--- config.mk ---
export PLATFORM = sky130hd
export DESIGN_NAME = nibble_cpu_alu_branch_exec
export DESIGN_NICKNAME = d
export VERILOG_FILES = /design/src/rtl/nibble_pkg.sv /design/src/rtl/nibble_alu.sv /design/src/rtl/nibble_cpu_alu_branch_exec.sv
export VERILOG_INCLUDE_DIRS = /design/src /design/src/rtl
export SDC_FILE = /design/constraint.sdc
export NUM_CORES = 1
export LEC_CHECK = 0
export BUFFER_PORTS_ARGS = -buffer_cell sky130_fd_sc_hd__buf_4
export CORE_MARGIN = 1.5
export CORE_UTILIZATION = 32
export DETAILED_ROUTE_END_ITERATION = 7
export PLACE_DENSITY = 0.53
export SLEW_MARGIN = 20
export SYNTH_ARGS = -nofsm -noshare
export SYNTH_HDL_FRONTEND = slang
export SYNTH_HIERARCHICAL = 1
export SYNTH_SLANG_ARGS = --single-unit
--- constraint.sdc ---
create_clock -name sys_clk_in -period 10.5 [get_ports sys_clk_in]
set_input_delay 1.575 -clock sys_clk_in [delete_from_list [all_inputs] [get_ports sys_clk_in]]
set_output_delay 1.575 -clock sys_clk_in [all_outputs]
set_load 0.01 [all_outputs]
--- src/rtl/nibble_defs.svh ---
`ifndef NIBBLE_DEFS_SVH
`define NIBBLE_DEFS_SVH
// Function
// - Consecutive immediate accumulator loads: only the first runs, later ones are skipped.
// - Table read loads D, B, A from ROM word at page p, D:A; uses one stack level.
// - Add memory nibble to accumulator, carry flag unchanged.
// - Add memory nibble and carry to accumulator, carry out into carry flag.
// - Add immediate, carry unchanged; skip next when no overflow.
// - Bitwise AND or OR of accumulator with memory nibble, result to accumulator.
// - Set carry and clear carry instructions touch nothing else.
// - Skip next instruction when carry flag is zero.
// - Accumulator becomes its one's complement, carry unchanged.
// - Rotate carry and accumulator right; bit 0 to carry, carry to bit 3.
// - Set or clear memory bit j, other bits kept.
// - Skip next when memory bit j is zero.
// - Skip next when accumulator equals memory nibble or the immediate.
// - Short branch loads low program counter with a, page kept.
// - Two-word long branch loads page p and low part a.
// - Indirect long branch jumps to page p, low part from D and accumulator.
// - Short call pushes return address, page 2, low part a.
// - Two-word long call pushes return address, jumps to page p, address a.
// - Indirect long call pushes return, jumps to page p at D:accumulator.
// - Interrupt return pops pc and restores pointer, carry, skip, load state, A, B.
// - Subroutine returns pop pc in two cycles; skipping variant skips next.
// - Request tests skip and clear flag when flag is set and control bit is zero, else no-op.
// - Disable and enable instructions clear and set global interrupt enable.
// - Pin tests skip when pin level matches polarity bit.

// opcode patterns, each compared against as many leading bits of the word as it has
`define OP_LOAD_ACC_IMM 6'h07
`define OP_ROM_TABLE_READ 4'h2
`define OP_ADD_MEM 10'h00A
`define OP_ADD_MEM_CARRY 10'h00B
`define OP_ADD_IMM 6'h06
`define OP_AND_MEM 10'h018
`define OP_OR_MEM 10'h019
`define OP_SET_CARRY 10'h007
`define OP_CLEAR_CARRY 10'h006
`define OP_SKIP_IF_CARRY_ZERO 10'h02F
`define OP_COMPLEMENT_ACC 10'h01C
`define OP_ROTATE_RIGHT_CARRY 10'h01D
`define OP_SET_MEM_BIT 8'h17
`define OP_CLEAR_MEM_BIT 8'h13
`define OP_SKIP_IF_BIT_ZERO 8'h08
`define OP_SKIP_IF_ACC_EQ_MEM 10'h026
`define OP_SKIP_IF_ACC_EQ_IMM 10'h025
`define OP_SHORT_BRANCH 3'h3
`define OP_LONG_BRANCH 5'h07
`define OP_INDIRECT_LONG_BRANCH 10'h010
`define OP_SHORT_CALL 3'h2
`define OP_LONG_CALL 5'h06
`define OP_INDIRECT_LONG_CALL 10'h030
`define OP_INTERRUPT_RETURN 10'h046
`define OP_SUB_RETURN 10'h044
`define OP_SUB_RETURN_SKIP 10'h045
`define OP_IRQ_DISABLE 10'h004
`define OP_IRQ_ENABLE 10'h005
`define OP_TEST_EXT_REQ_0 10'h038
`define OP_TEST_EXT_REQ_1 10'h039
`define OP_TEST_EXT_PIN_0 10'h03A
`define OP_TEST_EXT_PIN_1 10'h03B

// fixed values
`define SHORT_CALL_PAGE 6'h02
`define SP_RESET 3'h7
`define PC_RESET 13'h0000
`define STACK_DEPTH 8

// register byte offsets
`define REG_CTRL 12'h000
`define REG_DPTR 12'h004
`define REG_STATUS 12'h008
`define REG_PC 12'h00C

// control register fields
`define CTRL_RUN 0
`define CTRL_EXT0_TEST 1
`define CTRL_EXT1_TEST 2
`define CTRL_EXT0_POL 3
`define CTRL_EXT1_POL 4
`define CTRL_RESET 5'h00
`endif

--- src/rtl/nibble_pkg.sv ---
`default_nettype none
package nibble_pkg;
	typedef enum logic [4:0] {
		ST_EXEC = 5'h01,
		ST_WORD2 = 5'h02,
		ST_SKIP2 = 5'h04,
		ST_TABLE = 5'h08,
		ST_TAIL = 5'h10
	} exec_state_type;

	typedef enum logic [3:0] {
		ALU_PASS, ALU_ADD, ALU_ADC, ALU_ADDI, ALU_AND, ALU_OR,
		ALU_CMA, ALU_RAR, ALU_SETB, ALU_CLRB
	} alu_op_type;
endpackage
`default_nettype wire

--- src/rtl/nibble_alu.sv ---
`default_nettype none
module nibble_alu (
	input wire nibble_pkg::alu_op_type op_in,
	input wire logic [3:0] acc_in,
	input wire logic [3:0] mem_in,
	input wire logic carry_in,
	input wire logic [3:0] imm_in,
	input wire logic [1:0] bit_sel_in,
	output logic [3:0] result_out,
	output logic carry_out,
	output logic overflow_out
);
	import nibble_pkg::*;

	logic [4:0] sum_mem;
	logic [4:0] sum_mem_carry;
	logic [4:0] sum_imm;
	logic [3:0] bit_mask;

	// sums at five bits so the carry is kept
	assign sum_mem = {1'b0, acc_in} + {1'b0, mem_in};
	assign sum_mem_carry = sum_mem + {4'h0, carry_in};
	assign sum_imm = {1'b0, acc_in} + {1'b0, imm_in};
	assign bit_mask = 4'h1 << bit_sel_in;

	// result select
	always_comb begin
		result_out = acc_in;
		carry_out = carry_in;
		overflow_out = sum_imm[4];
		case (op_in)
			ALU_ADD: result_out = sum_mem[3:0];
			ALU_ADC: begin
				result_out = sum_mem_carry[3:0];
				carry_out = sum_mem_carry[4];
			end
			ALU_ADDI: result_out = sum_imm[3:0];
			ALU_AND: result_out = acc_in & mem_in;
			ALU_OR: result_out = acc_in | mem_in;
			ALU_CMA: result_out = ~acc_in;
			ALU_RAR: begin
				result_out = {carry_in, acc_in[3:1]};
				carry_out = acc_in[0];
			end
			ALU_SETB: result_out = mem_in | bit_mask;
			ALU_CLRB: result_out = mem_in & ~bit_mask;
			default: result_out = acc_in;
		endcase
	end
endmodule // nibble_alu
`default_nettype wire

--- src/rtl/nibble_cpu_alu_branch_exec.sv ---
`include "nibble_defs.svh"
`default_nettype none
module nibble_cpu_alu_branch_exec (
	input wire logic sys_clk_in,
	input wire logic rst_n_in,
	input wire logic [11:0] paddr_in,
	input wire logic psel_in,
	input wire logic penable_in,
	input wire logic pwrite_in,
	input wire logic [31:0] pwdata_in,
	output logic [31:0] prdata_out,
	output logic pready_out,
	output logic pslverr_out,
	output logic [12:0] rom_addr_out,
	input wire logic [9:0] rom_data_in,
	output logic [9:0] ram_addr_out,
	input wire logic [3:0] ram_rd_data_in,
	output logic ram_wr_en_out,
	output logic [3:0] ram_wr_data_out,
	input wire logic ext_irq_pin_0_in,
	input wire logic ext_irq_pin_1_in,
	input wire logic ext_req_set_0_in,
	input wire logic ext_req_set_1_in,
	input wire logic irq_take_in,
	input wire logic [12:0] irq_vector_in,
	output logic irq_ack_out,
	output logic global_irq_enable_out
);
	import nibble_pkg::*;

	////////////////////////////////////////////////////////////////////////////
	// state
	exec_state_type state, next_state;
	logic [12:0] pc, next_pc, next_rom_addr;
	logic [3:0] acc, next_acc;
	logic [3:0] breg, next_breg;
	logic [2:0] dreg, next_dreg;
	logic carry_flag, next_carry;
	logic skip, next_skip;
	logic la_run, next_la_run;
	logic [2:0] stack_pointer, next_sp;
	logic [12:0] stack [`STACK_DEPTH];
	logic [9:0] first_word;
	logic [3:0] x_ptr, y_ptr;
	logic [1:0] z_ptr;
	logic ext_req_flag_0, ext_req_flag_1;
	logic [4:0] ctrl;
	logic [3:0] sh_acc, sh_breg, sh_x, sh_y;
	logic [1:0] sh_z;
	logic sh_carry, sh_skip, sh_la;
	logic push_en, clr_req_0, clr_req_1, restore, save, next_global_irq_enable_flag;
	logic [12:0] push_val;
	logic next_ram_we;
	alu_op_type alu_op;

	////////////////////////////////////////////////////////////////////////////
	// helpers
	function automatic logic [12:0] pc_inc(input logic [12:0] val);
		pc_inc = {val[12:7], val[6:0] + 7'h01}; // counts within the page
	endfunction

	function automatic logic [12:0] indirect_target(input logic [5:0] page,
		input logic [2:0] d, input logic [3:0] a);
		indirect_target = {page, d, a};
	endfunction

	////////////////////////////////////////////////////////////////////////////
	// decode of the word on the ROM bus
	logic [9:0] w;
	logic [3:0] mem_val;
	logic is_la, is_table, is_addi, is_setb, is_clrb, is_szb, is_sbr, is_sbl, is_scall, is_lcall;
	logic is_two_word, is_bla, is_indirect_long_call, is_sea, w2_bl, w2_bml, w2_bla, w2_indirect_long_call, w2_sea;
	logic [5:0] w2_page_direct, w2_page_indirect;
	logic [3:0] alu_res;
	logic alu_carry, alu_ovf, mem_bit;
	logic pin0_match, pin1_match, run, take_irq;

	assign w = rom_data_in;
	// a write still in flight lands on the same nibble, so forward it
	assign mem_val = ram_wr_en_out ? ram_wr_data_out : ram_rd_data_in;
	assign is_la = (w[9:4] == `OP_LOAD_ACC_IMM);
	assign is_table = (w[9:6] == `OP_ROM_TABLE_READ);
	assign is_addi = (w[9:4] == `OP_ADD_IMM);
	assign is_setb = (w[9:2] == `OP_SET_MEM_BIT);
	assign is_clrb = (w[9:2] == `OP_CLEAR_MEM_BIT);
	assign is_szb = (w[9:2] == `OP_SKIP_IF_BIT_ZERO);
	assign is_sbr = (w[9:7] == `OP_SHORT_BRANCH);
	assign is_sbl = (w[9:5] == `OP_LONG_BRANCH);
	assign is_scall = (w[9:7] == `OP_SHORT_CALL);
	assign is_lcall = (w[9:5] == `OP_LONG_CALL);
	assign is_bla = (w == `OP_INDIRECT_LONG_BRANCH);
	assign is_indirect_long_call = (w == `OP_INDIRECT_LONG_CALL);
	assign is_sea = (w == `OP_SKIP_IF_ACC_EQ_IMM);
	assign is_two_word = is_sbl | is_lcall | is_bla | is_indirect_long_call | is_sea;
	// first word held for the second cycle of a two-word instruction
	assign w2_bl = (first_word[9:5] == `OP_LONG_BRANCH);
	assign w2_bml = (first_word[9:5] == `OP_LONG_CALL);
	assign w2_bla = (first_word == `OP_INDIRECT_LONG_BRANCH);
	assign w2_indirect_long_call = (first_word == `OP_INDIRECT_LONG_CALL);
	assign w2_sea = (first_word == `OP_SKIP_IF_ACC_EQ_IMM);
	assign w2_page_direct = {w[7], first_word[4:0]};
	assign w2_page_indirect = {w[7:6], w[3:0]};
	assign mem_bit = mem_val[w[1:0]];
	assign pin0_match = (ext_irq_pin_0_in == ctrl[`CTRL_EXT0_POL]);
	assign pin1_match = (ext_irq_pin_1_in == ctrl[`CTRL_EXT1_POL]);
	assign run = ctrl[`CTRL_RUN];
	assign take_irq = run & irq_take_in & global_irq_enable_out & (state == ST_EXEC);

	// operation picked for the shared arithmetic unit
	assign alu_op = (w == `OP_ADD_MEM) ? ALU_ADD :
		(w == `OP_ADD_MEM_CARRY) ? ALU_ADC :
		is_addi ? ALU_ADDI :
		(w == `OP_AND_MEM) ? ALU_AND :
		(w == `OP_OR_MEM) ? ALU_OR :
		(w == `OP_COMPLEMENT_ACC) ? ALU_CMA :
		(w == `OP_ROTATE_RIGHT_CARRY) ? ALU_RAR :
		is_setb ? ALU_SETB :
		is_clrb ? ALU_CLRB : ALU_PASS;

	nibble_alu alu (
		.op_in(alu_op),
		.acc_in(acc),
		.mem_in(mem_val),
		.carry_in(carry_flag),
		.imm_in(w[3:0]),
		.bit_sel_in(w[1:0]),
		.result_out(alu_res),
		.carry_out(alu_carry),
		.overflow_out(alu_ovf)
	);

	////////////////////////////////////////////////////////////////////////////
	// next-state of the execution unit
	always_comb begin
		next_state = state;
		next_pc = pc;
		next_rom_addr = rom_addr_out;
		next_acc = acc;
		next_breg = breg;
		next_dreg = dreg;
		next_carry = carry_flag;
		next_skip = skip;
		next_la_run = la_run;
		next_sp = stack_pointer;
		next_global_irq_enable_flag = global_irq_enable_out;
		push_en = 1'b0;
		push_val = pc_inc(pc);
		clr_req_0 = 1'b0;
		clr_req_1 = 1'b0;
		restore = 1'b0;
		save = 1'b0;
		next_ram_we = 1'b0;
		case (state)
			ST_EXEC: begin
				if (!run) begin
					next_state = ST_EXEC;
				end else if (take_irq) begin
					save = 1'b1;
					push_en = 1'b1;
					push_val = pc;
					next_sp = stack_pointer + 3'h1;
					next_pc = irq_vector_in;
					next_rom_addr = irq_vector_in;
					next_global_irq_enable_flag = 1'b0;
					next_skip = 1'b0;
					next_la_run = 1'b0;
				end else begin
					next_pc = pc_inc(pc);
					next_rom_addr = pc_inc(pc);
					next_skip = 1'b0;
					next_la_run = 1'b0;
					if (skip) begin
						// skipped word has no effect; a two-word one drops its tail too
						if (is_two_word) begin
							next_state = ST_SKIP2;
						end
					end else if (is_la) begin
						if (la_run) begin
							next_la_run = 1'b1;
						end else begin
							next_acc = w[3:0];
							next_la_run = 1'b1;
						end
					end else if (is_table) begin
						push_en = 1'b1;
						next_sp = stack_pointer + 3'h1;
						next_rom_addr = indirect_target(w[5:0], dreg, acc);
						next_state = ST_TABLE;
					end else if (is_setb | is_clrb) begin
						next_ram_we = 1'b1;
					end else if (is_szb) begin
						next_skip = ~mem_bit;
					end else if (is_addi) begin
						next_acc = alu_res;
						next_skip = ~alu_ovf;
					end else if (alu_op != ALU_PASS) begin
						next_acc = alu_res;
						next_carry = alu_carry;
					end else if (is_sbr) begin
						next_pc = {pc[12:7], w[6:0]};
						next_rom_addr = {pc[12:7], w[6:0]};
					end else if (is_scall) begin
						push_en = 1'b1;
						next_sp = stack_pointer + 3'h1;
						next_pc = {`SHORT_CALL_PAGE, w[6:0]};
						next_rom_addr = {`SHORT_CALL_PAGE, w[6:0]};
					end else if (is_two_word) begin
						next_state = ST_WORD2;
					end else begin
						case (w)
							`OP_SET_CARRY: next_carry = 1'b1;
							`OP_CLEAR_CARRY: next_carry = 1'b0;
							`OP_SKIP_IF_CARRY_ZERO: next_skip = ~carry_flag;
							`OP_SKIP_IF_ACC_EQ_MEM: next_skip = (acc == mem_val);
							`OP_IRQ_DISABLE: next_global_irq_enable_flag = 1'b0;
							`OP_IRQ_ENABLE: next_global_irq_enable_flag = 1'b1;
							`OP_TEST_EXT_REQ_0: begin
								next_skip = ~ctrl[`CTRL_EXT0_TEST] & ext_req_flag_0;
								clr_req_0 = ~ctrl[`CTRL_EXT0_TEST] & ext_req_flag_0;
							end
							`OP_TEST_EXT_REQ_1: begin
								next_skip = ~ctrl[`CTRL_EXT1_TEST] & ext_req_flag_1;
								clr_req_1 = ~ctrl[`CTRL_EXT1_TEST] & ext_req_flag_1;
							end
							`OP_TEST_EXT_PIN_0: next_skip = pin0_match;
							`OP_TEST_EXT_PIN_1: next_skip = pin1_match;
							`OP_SUB_RETURN, `OP_SUB_RETURN_SKIP, `OP_INTERRUPT_RETURN: begin
								next_pc = stack[stack_pointer];
								next_rom_addr = stack[stack_pointer];
								next_sp = stack_pointer - 3'h1;
								next_skip = (w == `OP_SUB_RETURN_SKIP);
								next_state = ST_TAIL;
								if (w == `OP_INTERRUPT_RETURN) begin
									restore = 1'b1;
									next_acc = sh_acc;
									next_breg = sh_breg;
									next_carry = sh_carry;
									next_skip = sh_skip;
									next_la_run = sh_la;
								end
							end
							default: next_skip = 1'b0;
						endcase
					end
				end
			end
			ST_WORD2: begin
				next_pc = pc_inc(pc);
				next_rom_addr = pc_inc(pc);
				next_state = ST_EXEC;
				if (w2_sea) begin
					next_skip = (acc == w[3:0]);
				end else if (w2_bl | w2_bml) begin
					next_pc = {w2_page_direct, w[6:0]};
					next_rom_addr = {w2_page_direct, w[6:0]};
				end else if (w2_bla | w2_indirect_long_call) begin
					next_pc = indirect_target(w2_page_indirect, dreg, acc);
					next_rom_addr = indirect_target(w2_page_indirect, dreg, acc);
				end
				if (w2_bml | w2_indirect_long_call) begin
					push_en = 1'b1;
					next_sp = stack_pointer + 3'h1;
				end
			end
			ST_SKIP2: begin
				next_pc = pc_inc(pc);
				next_rom_addr = pc_inc(pc);
				next_state = ST_EXEC;
			end
			ST_TABLE: begin
				next_dreg = {1'b0, w[9:8]};
				next_breg = w[7:4];
				next_acc = w[3:0];
				next_pc = stack[stack_pointer];
				next_rom_addr = stack[stack_pointer];
				next_sp = stack_pointer - 3'h1;
				next_state = ST_TAIL;
			end
			ST_TAIL: next_state = ST_EXEC; // last cycle of returns and table reads
			default: next_state = ST_EXEC;
		endcase
	end

	////////////////////////////////////////////////////////////////////////////
	// core registers
	always_ff @(posedge sys_clk_in or negedge rst_n_in) begin
		if (!rst_n_in) begin
			state <= ST_EXEC;
			pc <= `PC_RESET;
			rom_addr_out <= `PC_RESET;
			acc <= 4'h0;
			breg <= 4'h0;
			dreg <= 3'h0;
			carry_flag <= 1'b0;
			skip <= 1'b0;
			la_run <= 1'b0;
			stack_pointer <= `SP_RESET;
			first_word <= 10'h000;
			global_irq_enable_out <= 1'b0;
			irq_ack_out <= 1'b0;
			ram_wr_en_out <= 1'b0;
			ram_wr_data_out <= 4'h0;
		end else begin
			state <= next_state;
			pc <= next_pc;
			rom_addr_out <= next_rom_addr;
			acc <= next_acc;
			breg <= next_breg;
			dreg <= next_dreg;
			carry_flag <= next_carry;
			skip <= next_skip;
			la_run <= next_la_run;
			stack_pointer <= next_sp;
			first_word <= (state == ST_EXEC) ? w : first_word;
			global_irq_enable_out <= next_global_irq_enable_flag;
			irq_ack_out <= save;
			ram_wr_en_out <= next_ram_we;
			ram_wr_data_out <= next_ram_we ? alu_res : ram_wr_data_out;
		end
	end

	// return stack, written at the slot the pointer moves to
	always_ff @(posedge sys_clk_in or negedge rst_n_in) begin
		if (!rst_n_in) begin
			for (int i = 0; i < `STACK_DEPTH; i++) begin
				stack[i] <= 13'h0000;
			end
		end else if (push_en) begin
			stack[next_sp] <= push_val;
		end
	end

	// interrupt shadow, caught on entry and read back on return
	always_ff @(posedge sys_clk_in or negedge rst_n_in) begin
		if (!rst_n_in) begin
			{sh_acc, sh_breg, sh_x, sh_y, sh_z} <= 18'h0_0000;
			{sh_carry, sh_skip, sh_la} <= 3'h0;
		end else if (save) begin
			{sh_acc, sh_breg, sh_x, sh_y, sh_z} <= {acc, breg, x_ptr, y_ptr, z_ptr};
			{sh_carry, sh_skip, sh_la} <= {carry_flag, skip, la_run};
		end
	end

	// request flags: a new request wins over a clear in the same cycle
	always_ff @(posedge sys_clk_in or negedge rst_n_in) begin
		if (!rst_n_in) begin
			ext_req_flag_0 <= 1'b0;
			ext_req_flag_1 <= 1'b0;
		end else begin
			ext_req_flag_0 <= ext_req_set_0_in | (ext_req_flag_0 & ~clr_req_0);
			ext_req_flag_1 <= ext_req_set_1_in | (ext_req_flag_1 & ~clr_req_1);
		end
	end

	////////////////////////////////////////////////////////////////////////////
	// apb slave, one wait-free access phase
	logic apb_setup, apb_write, hit_ctrl, hit_dptr, hit_status, hit_pc, hit_any;
	logic [31:0] rd_mux;

	assign apb_setup = psel_in & ~penable_in;
	assign apb_write = psel_in & penable_in & pready_out & pwrite_in & ~pslverr_out;
	assign hit_ctrl = (paddr_in == `REG_CTRL);
	assign hit_dptr = (paddr_in == `REG_DPTR);
	assign hit_status = (paddr_in == `REG_STATUS);
	assign hit_pc = (paddr_in == `REG_PC);
	assign hit_any = hit_ctrl | hit_dptr | hit_status | hit_pc;
	assign rd_mux = hit_ctrl ? {27'h000_0000, ctrl} :
		hit_dptr ? {22'h00_0000, z_ptr, y_ptr, x_ptr} :
		hit_status ? {12'h000, stack_pointer, ext_req_flag_1, ext_req_flag_0,
			global_irq_enable_out, la_run, skip, carry_flag, dreg, breg, acc} :
		hit_pc ? {14'h0000, state, pc} : 32'h0000_0000;
	assign ram_addr_out = {z_ptr, x_ptr, y_ptr};

	// answer registered from the setup cycle
	always_ff @(posedge sys_clk_in or negedge rst_n_in) begin
		if (!rst_n_in) begin
			pready_out <= 1'b0;
			pslverr_out <= 1'b0;
			prdata_out <= 32'h0000_0000;
		end else begin
			pready_out <= apb_setup;
			pslverr_out <= apb_setup & (~hit_any | (pwrite_in & (hit_status | hit_pc)));
			prdata_out <= (apb_setup & ~pwrite_in) ? rd_mux : 32'h0000_0000;
		end
	end

	// software registers; a return from interrupt restores the pointer
	always_ff @(posedge sys_clk_in or negedge rst_n_in) begin
		if (!rst_n_in) begin
			ctrl <= `CTRL_RESET;
			x_ptr <= 4'h0;
			y_ptr <= 4'h0;
			z_ptr <= 2'h0;
		end else begin
			if (apb_write & hit_ctrl) begin
				ctrl <= pwdata_in[4:0];
			end
			if (restore) begin
				{x_ptr, y_ptr, z_ptr} <= {sh_x, sh_y, sh_z};
			end else if (apb_write & hit_dptr) begin
				{z_ptr, y_ptr, x_ptr} <= pwdata_in[9:0];
			end
		end
	end
endmodule // nibble_cpu_alu_branch_exec
`default_nettype wire

# Word level (Yosys, flattened, before mapping)
# Cells that the tools add are included.
# Widths: inputs -> output; s select.
word_totals:
  elab_cells: 471
  ff_bits: 228
  input_bits: 81
  out_inout_bits: 64
classes:
  eq_ne: 109
  n_reduce_logical: 20
  addsub: 6
  n_bitwise: 59
  muxes: 231
  order_cmp: 4
  shift: 1
op_table:
  columns: ["cell", "count"]
  rows:
  - ["$mux 13", 24]
  - ["$mux 4", 43]
  - ["$mux 1", 109]
  - ["$bwmux 104", 1]
  - ["$pmux 13 s4", 2]
  - ["$eq 10x6->1 const B", 10]
  - ["$mux 20", 4]
  - ["$mux 5", 14]
  - ["$eq 10x5->1 const B", 6]
  - ["$mux 3", 14]
  - ["$eq 10x3->1 const B", 4]
  - ["$bmux 13 s3", 1]
  - ["$demux 13 s3", 1]
  - ["$pmux 4 s9", 1]
  - ["$eq 10x7->1 const B", 3]
  - ["$ne 2x2->1 const B", 15]
  - ["$ne 5x5->1 const B", 6]
  - ["$reduce_and 15->1", 2]
  - ["$ne 3x3->1 const B", 9]
  - ["$ne 2x1->1 const B", 13]
  - ["$reduce_and 13->1", 2]
  - ["$eq 5x3->1 const B", 5]
  - ["$eq 12x4->1 const B", 2]
  - ["$mux 7", 3]
  - ["other kinds (54)", 136]

# Depth between registers and ports, before layout
# Gate-level depths: netlist (run 1).
depth:
  depth_word: 27
  mapped_depth: 15
  mapped_depth_nobuf: 13

# Cells and area by module
# Netlist (run 1), hierarchy kept.
by_module_without_submodules:
  columns: ["module", "area_each_um2", "n_inst", "cells_per_inst", "seq_area_each_um2"]
  rows:
  - ["nibble_cpu_alu_branch_exec", 12669.7, 1, 1197, 5710.5]
  - ["nibble_alu", 908.4, 1, 129, 0.0]

# Least setup slack after synthesis (run 1)
# No wires, ideal clock.
synth_timing:
  path_kind: "input to register"
  from: "input rom_data_in[9]"
  to: "register acc[0]"
  t_required_ns: 10.375
  path_buffers: 1
  arrival_ns: 4.557
  cell_stages: 11
  slack_ns: 5.818
  cell_sequence: "buf_2 > nor4_2 > nand3_1 > o311ai_1 > mux4_1 > a32oi_1 > nor2_1 > o32a_2 > mux2i_1 > o21ai_0 > mux2_2"
synth_via:
  elab_chain_len: 22
synth_lines:
  columns: ["element", "line_no", "source"]
  rows:
  - ["start, declared", "nibble_cpu_alu_branch_exec.sv:15", "input wire logic [9:0] rom_data_in,"]
  - ["$eq 8x5->1 (no source line)", null, null]
  - ["$mux 4", "nibble_cpu_alu_branch_exec.sv:118", "is_clrb ? ALU_CLRB : ALU_PASS;"]
  - ["$mux 4", "nibble_cpu_alu_branch_exec.sv:117", "is_setb ? ALU_SETB :"]
  - ["$mux 4", "nibble_cpu_alu_branch_exec.sv:116", "(w == `OP_ROTATE_RIGHT_CARRY) ? ALU_RAR :"]
  - ["$mux 4", "nibble_cpu_alu_branch_exec.sv:115", "(w == `OP_COMPLEMENT_ACC) ? ALU_CMA :"]
  - ["$mux 4", "nibble_cpu_alu_branch_exec.sv:114", "(w == `OP_OR_MEM) ? ALU_OR :"]
  - ["$mux 4", "nibble_cpu_alu_branch_exec.sv:113", "(w == `OP_AND_MEM) ? ALU_AND :"]
  - ["$mux 4", "nibble_cpu_alu_branch_exec.sv:112", "is_addi ? ALU_ADDI :"]
  - ["[... 2 more ...]", null, null]
  - ["named net alu_op[0]", "nibble_cpu_alu_branch_exec.sv:54", "alu_op_type alu_op;"]
  - ["[... 2 more ...]", null, null]
  - ["named net alu_res[0]", "nibble_cpu_alu_branch_exec.sv:74", "logic [3:0] alu_res;"]
  - ["[... 2 more ...]", null, null]
  - ["$mux 4 *", "nibble_cpu_alu_branch_exec.sv:191", "end else if (is_szb) begin"]
  - ["$mux 4 *", "nibble_cpu_alu_branch_exec.sv:189", "end else if (is_setb | is_clrb) begin"]
  - ["$mux 4 *", "nibble_cpu_alu_branch_exec.sv:184", "end else if (is_table) begin"]
  - ["$mux 4 *", "nibble_cpu_alu_branch_exec.sv:177", "end else if (is_la) begin"]
  - ["$mux 4 *", "nibble_cpu_alu_branch_exec.sv:172", "if (skip) begin"]
  - ["$mux 4 *", "nibble_cpu_alu_branch_exec.sv:157", "end else if (take_irq) begin"]
  - ["$mux 4 *", "nibble_cpu_alu_branch_exec.sv:155", "if (!run) begin"]
  - ["$pmux 4 s2 *", "nibble_cpu_alu_branch_exec.sv:153", "case (state)"]
  - ["end signal, assigned", "nibble_cpu_alu_branch_exec.sv:307", "acc <= next_acc;"]
  - ["end, declared", "nibble_cpu_alu_branch_exec.sv:35", "logic [3:0] acc, next_acc;"]
# Mark *: on every way through the listed nets, which the timed path passes. The rest lies on a longest branch. The select of a mux whose other input is x is not followed.
# A chain may end at the register's enable or synchronous reset.

# Worst setup path after layout (run 1)
layout_timing:
  from: "input rom_data_in[9]"
  to: "register acc[3]"
layout_lines:
  columns: ["element", "line_no", "source"]
  rows:
  - ["$eq 8x5->1 (no source line)", null, null]
  - ["$mux 4", "nibble_cpu_alu_branch_exec.sv:117", null]
  - ["$mux 4", "nibble_cpu_alu_branch_exec.sv:116", null]
  - ["$mux 4", "nibble_cpu_alu_branch_exec.sv:115", null]
  - ["$mux 4", "nibble_cpu_alu_branch_exec.sv:114", null]
  - ["$mux 4", "nibble_cpu_alu_branch_exec.sv:113", null]
  - ["$mux 4", "nibble_cpu_alu_branch_exec.sv:112", null]
  - ["$mux 4", "nibble_cpu_alu_branch_exec.sv:111", "(w == `OP_ADD_MEM_CARRY) ? ALU_ADC :"]
  - ["[... 1 more ...]", null, null]
  - ["named net alu_op[2]", "nibble_cpu_alu_branch_exec.sv:54", null]
  - ["[... 2 more ...]", null, null]
  - ["named net alu_res[3]", "nibble_cpu_alu_branch_exec.sv:74", null]
  - ["[... 2 more ...]", null, null]
  - ["$mux 4 *", "nibble_cpu_alu_branch_exec.sv:191", null]
  - ["$mux 4 *", "nibble_cpu_alu_branch_exec.sv:189", null]
  - ["$mux 4 *", "nibble_cpu_alu_branch_exec.sv:184", null]
  - ["$mux 4 *", "nibble_cpu_alu_branch_exec.sv:177", null]
  - ["$mux 4 *", "nibble_cpu_alu_branch_exec.sv:172", null]
  - ["$mux 4 *", "nibble_cpu_alu_branch_exec.sv:157", null]
  - ["$mux 4 *", "nibble_cpu_alu_branch_exec.sv:155", null]
  - ["$pmux 4 s2 *", "nibble_cpu_alu_branch_exec.sv:153", null]
# Marked as above.

==> results.yml, run 1 <==
power_and_ir_drop:
  seq_power_share: 0.354
  power_density_mw_per_mm2: 249.3
  power_mw: 3.948
  ir_drop_mv: 0.1091
  p_comb_frac: 0.378
  netSwitchingPower_mw: 1.477
  p_sw_frac: 0.3741
  p_leak_nw: 7.072
  clkPwrFrac: 0.268
  intPower_mw: 2.471
yosys:
  synth_top_area_frac: 0.4128
  synth_area_leaders: "dfrtp_1 41%, mux2_2 9.6%, mux4_2 5.3%"
  synth-seq-cells: 228
  synthesis.area_sq_mm: 0.01358
  synthTopCellsByCount: "224 x dfrtp_1, 156 x nand2_1, 116 x mux2_2, 94 x nor2_1, 71 x a21oi_1"
  synth_edf_count: 0
  yosysMostFrequentCell: "dfrtp_1"
  yosys.area.top_type: "dfrtp_1"
  ys_seq_area_frac: 0.4206
  ys.flop_type: "dfrtp_1"
  ys.warnings.count: 6
  ys_types: 96
  syn_inst: 1326
  async_reset_ff_frac: 1.000
  syn_area_per_cell_sq_um: 10.24
clock_network:
  cts_setup_buffers: 0
  cts_buffers: 27
  cts_sinks: 228
  htree_levels: 1
  cts-resized-gates: 0
  clk_latency_ps: 540
  cts_hold_buf: 0
  clk_pin_slew_ps: 60
  cts_root_buf: "clkbuf_16"
  cts_buffer_depth: 3
  cts_tree: "built"
sta:
  timing.final.crit_share: 0.4871
  worst_pin_slew_ps: 1076
  period_needed_ps: 5114
  slew_viol_final: 0
  hold_violations: 0
  max_clock_freq_mhz: 195.5
  rsz0062_at_grt: "no"
  whs_ps: 476.2
  tns_ps: 0
  setup_viol: 0
  clock_skew_ps: 21.16
  slew_headroom: 0.2799
global_route:
  gr-total-overflow: 0
  grt_pass1_wl_mm: 66.64
  antenna_found_initial: 0
  grt_pass1_vias: 10870
  gr-usage-all-layers: 0.1952
  grt_max_degree: 104
floorplan:
  initial_core_util: 0.3237
  die_area_sq_mm: 0.04368
  die_y_microns: 209.0
  die_w_microns: 209.0
  pin_count: 145
  rows: 75
  core_sq_mm: 0.04195
critical_path:
  r2r_slack_ps: 6360
  worstPathRequired_ps: 10990
  worstRegToRegCells: 9
  cp_data_arrival_time_ps: 5600
  cp-start-kind: "primary input"
  crit_path_start: "rom_data_in[9]"
  endpoint: "acc[3]$_DFFE_PN0P_"
  reg2reg_from: "state[1]$_DFFE_PN0P_"
  crit_fanout: 24
  timing.rr.end: "stack[13]$_DFFE_PN0P_"
  critical_path_class: "in -> reg"
  end_kind: "flip-flop"
layout:
  nets: 1485
  fin_cells: 1949
  multi_input_area_sq_mm: 0.007301
  antenna_cells: 0
  areaGrowthSynthToFinish_pct: 16.61
  nFillCells: 4154
  drive_gt1_frac: 0.2730
  fin_util: 0.3775
  regArea_sq_mm: 0.005710
min_path:
  hp-class: "reg -> reg"
place:
  io_buffers: 110
  dp_cells: 1898
  gp_congestion: 0.8974
  dpl.hpwl_mm: 29.26
drt:
  postRouteAntennaNets: 0
  vias: 10980
  drt_iter0_drc: 960
  drt_wl_total_mm: 42.94
  remaining_drc_errors: 0
  drt-pass1-iter-count: 5
  wl_per_cell_microns: 22.03
  vias_per_cell: 5.633
flow_run:
  cap_violations: 0
outcome:
  status: "complete, no violations"
-- metal layers --
layer / track usage / up-vias / routed length [microns]
met5: 0 / - / 0
met4: 0.05222 / 0 / 1199
met3: 0.02224 / 72 / 2508
met2: 0.3110 / 387 / 19360
met1: 0.2809 / 5534 / 19870
li1: - / 4986 / -
-- critical path, cell delays in order --
cell and delay [ps]:
buf_4 180, nor4_2 570, and4_1 810, a221o_1 740, nor2b_1 320, nand3_1 160, nor4_1 310, a221oi_1 80
a31oi_1 400, mux2i_1 120, o21ai_0 150, mux2_2 160
-- power by group through the flow --
stage / sequential, mW / clock [mW] / combinational, mW
final: 1.40 / 1.06 / 1.49
after floorplan: 1.27 / 0 / 1.14
after global routing: 1.43 / 1.12 / 1.64
after detailed placement: 1.41 / 0 / 1.48
after CTS: 1.40 / 1.08 / 1.49
after global placement: 1.40 / 0 / 1.47
-- per-stage QoR --
stage | setup WS [ps] | instance area (sq um)
4_1_cts | 5362 | 15810
3_5_place_dp | 4822 | 14800
3_3_place_gp | 4819 | 14800
6_report | 5386 | 15830
2_1_floorplan | 5818 | 13620
5_1_grt | 5094 | 15830
-- registers in the layout, summed over array words and instances (netlist names), 5 cells and up --
name          cells
ctrl              5
pc               13
prdata_out       20
stack           104
state             5
first_word       10
rom_addr_out     13
-- cell families after synthesis --
kind of cell,share of synthesized area
adders and majority gates,0.01493
and+or+nand+nor,0.1538
muxes,0.2035
buffers and inverters,0.04764
other,0.0002762
AOI/OAI and AO/OA,0.1419
xor gates and xnor gates,0.01742
DFF,0.4206
-- final cells by class --
class | count | share of cell area
multi-input combinational | 971 | 0.4611
sequential | 228 | 0.3606
timing repair buffer | 135 | 0.06495
clock buffer | 36 | 0.04923
tap | 539 | 0.04259
clock inverter | 14 | 0.01501
inverter | 26 | 0.006480
-- placed cells by master (no fill, tap or decap), types with 21 or more instances in the layout --
cell	n
buf_4	133
mux2_2	116
nand3_1	28
nand2_1	156
dfrtp_1	224
a21oi_1	70
clkbuf_16	27
nor3_1	23
o21ai_0	57
inv_1	25
mux2i_1	48
nor2_1	94
mux4_2	32
a31oi_1	21
-- worst min-delay path by stage --
stage                               start                    end  slack (ps)  cells past startpoint
finish                sh_skip$_DFFE_PN0P_    sh_skip$_DFFE_PN0P_         480                      2
global route          sh_y[3]$_DFFE_PN0P_    sh_y[3]$_DFFE_PN0P_         500                      2
CTS                 sh_acc[0]$_DFFE_PN0P_  sh_acc[0]$_DFFE_PN0P_         480                      2
detailed placement  sh_acc[0]$_DFFE_PN0P_  sh_acc[0]$_DFFE_PN0P_         460                      2
global placement      sh_x[2]$_DFFE_PN0P_    sh_x[2]$_DFFE_PN0P_         460                      2
floorplan             sh_skip$_DFFE_PN0P_    sh_skip$_DFFE_PN0P_         440                      2
No activity file was read; power rests on OpenSTA's default activity.
==> run 2, diff against run 1 <==
- PLACE_DENSITY: 0.53 -> 0.54
- clock period: 10.5 -> 4.65 ns (I/O delays scaled with it)
==> run 2 against run 1 <==
  * Cell area barely moved
  * Non-clock buffer count up 18
  * Clock-buffer cell count up 5
  * Critical path type is now reg -> reg
  * Global-route usage increased by 0.45 points
  * Hold slack lost 330 ps
  * Via count is 1.6% higher
  * Sequential cell count unchanged
  * Sequential power is 120% higher
  * Routed wire length grew 2.9%
  * Utilization hardly changed
  * Setup slack worse by 4300 ps
==> results.yml, run 2 (synthesized netlist as in run 1, its figures left out) <==
layout:
  largestRegisters: "stack x104, prdata_out x20"
  largest_reg_flops: 104
  regArea_sq_mm: 0.005710
  final_cell_mix: "224 x dfrtp_1, 156 x nand2_1, 151 x buf_4"
  drive_gt1_frac: 0.2780
  multi_input_area_sq_mm: 0.007295
  nFillCells: 4108
  areaGrowthSynthToFinish_pct: 16.57
  antenna_cells: 0
  finalInstanceArea_sq_mm: 0.01583
  final_common_cell: "dfrtp_1"
  top_register: "stack"
  nets: 1503
  fin_util: 0.3773
sta:
  clock_skew_ps: 9.558
  rsz0062_at_grt: "no"
  setup_viol: 0
  timing.final.crit_share: 0.7720
  tns_ps: 0
  slew_viol_final: 0
  max_clock_freq_mhz: 278.6
  slew_headroom: 0.4213
  worst_pin_slew_ps: 861.9
  period_needed_ps: 3590
  timing.final.ws_setup_ps: 1060
  hold_violations: 0
power_and_ir_drop:
  p_comb_frac: 0.400
  clkPwrFrac: 0.240
  power_density_mw_per_mm2: 548.6
  p_leak_nw: 7.106
  netSwitchingPower_mw: 3.351
  intPower_mw: 5.332
  p_sw_frac: 0.3859
  seq_power_share: 0.360
  ir_drop_mv: 0.2741
clock_network:
  cts_hold_buf: 0
  cts_buffers: 27
  cts_setup_buffers: 0
  clk_latency_ps: 540
  cts_root_buf: "clkbuf_16"
  clk_pin_slew_ps: 70
  htree_levels: 1
  cts-resized-gates: 0
  cts_tree: "built"
  cts_sinks: 228
  cts_buffer_depth: 3
place:
  dpl.hpwl_mm: 30.26
  dp_slack_ps: 690.0
  placed_cell_area_sq_mm: 0.01495
  gp_congestion: 0.9328
  io_buffers: 110
drt:
  remaining_drc_errors: 0
  wl_per_cell_microns: 22.46
  drt_wl_total_mm: 44.18
  vias_per_cell: 5.673
  drt-pass1-iter-count: 6
  drt_iter0_drc: 1023
  postRouteAntennaNets: 0
  vias: 11160
global_route:
  gr-usage-all-layers: 0.1997
  grt_max_degree: 102
  antenna_found_initial: 0
  grt_pass1_wl_mm: 67.72
  grt_pass1_vias: 10890
  gr-total-overflow: 0
critical_path:
  cp_data_arrival_time_ps: 4010
  worstPathRequired_ps: 5070
  critPathMaxStageDelay_ps: 600
  critical_path_class: "reg -> reg"
  end_kind: "flip-flop"
  slowest_stage: "dfstp_2"
  path_cells: "buf_4 -> inv_1 -> ha_1 -> nor3_1 -> a2111oi_0 -> o221ai_1 -> a31o_2 -> nand4_2 -> mux2_2"
  crit_fanout: 25
  cp-start-kind: "flip-flop"
floorplan:
  die_w_microns: 209.0
  die_area_sq_mm: 0.04368
  rows: 75
  die_y_microns: 209.0
  pin_count: 145
  core_sq_mm: 0.04195
  initial_core_util: 0.3237
min_path:
  hp-class: "in -> async"
flow_run:
  cap_violations: 0
outcome:
  status: "complete, no violations"
run 2: cell count changes in the layout (fill, tap and decap cells not counted):
cell / delta
buf_4: +18
clkinv_2: +2
bufinv_16: -5
inv_8: -1
clkbuf_1: +5
nor4_1: +1
buf_12: +1
buf_8: -1
clkinvlp_4: -1
nor4_2: -1
run 2: per-stage QoR:
step	std cells	hold WS (ps)	power (mW)
floorplan	1337	401.9	5.438
global placement	1917	459.5	6.530
detailed placement	1917	462.8	6.585
CTS	1967	205.4	8.703
global route	1967	230.4	9.177
finish	1967	141.5	8.683
run 2: final timing paths:
kind | from | endpoint | slack, ps | cells past startpoint
max reg2reg | stack_pointer[1]$_DFF_PN1_ | stack[12]$_DFFE_PN0P_ | 1060 | 9
min in group sys_clk_in | ext_req_set_0_in | ext_req_flag_0$_DFF_PN0_ | 340 | 2
max in group asynchronous | rst_n_in | stack[58]$_DFFE_PN0P_ | 3430 | 2
min | rst_n_in | ram_wr_data_out[3]$_DFFE_PN0P_ | 140 | 1
max | stack_pointer[1]$_DFF_PN1_ | stack[12]$_DFFE_PN0P_ | 1060 | 9
min reg2reg | sh_z[0]$_DFFE_PN0P_ | sh_z[0]$_DFFE_PN0P_ | 470 | 2
run 2: metal layers:
metal  wire length [microns]  up-vias  global-route usage
met5                       0        -                   0
met4                    1739        0             0.07121
met3                    2397      106             0.02359
met2                   19980      457              0.3169
met1                   20060     5575              0.2810
li1                        -     5021                   -
run 2: power by group through the flow:
stage	combinational, mW	clock (mW)	sequential, mW
after floorplan	2.57	0	2.86
after global placement	3.41	0	3.12
after detailed placement	3.45	0	3.14
after CTS	3.46	2.13	3.11
after global routing	3.77	2.21	3.20
final	3.48	2.08	3.12
run 2: worst max-delay path: cells and delay by family, from the launching register on:
family	cells	cell delay [ps]
buf+inv	2	570
simple gates	2	840
fa+ha+maj	1	260
flops	1	600
compound gates	3	670
mux	1	500
run 2: final cells by class:
class | instances | area share
timing repair buffer | 153 | 0.07383
multi-input combinational | 971 | 0.4609
clock inverter | 9 | 0.004980
tap | 539 | 0.04261
inverter | 26 | 0.006482
clock buffer | 41 | 0.05043
sequential | 228 | 0.3608
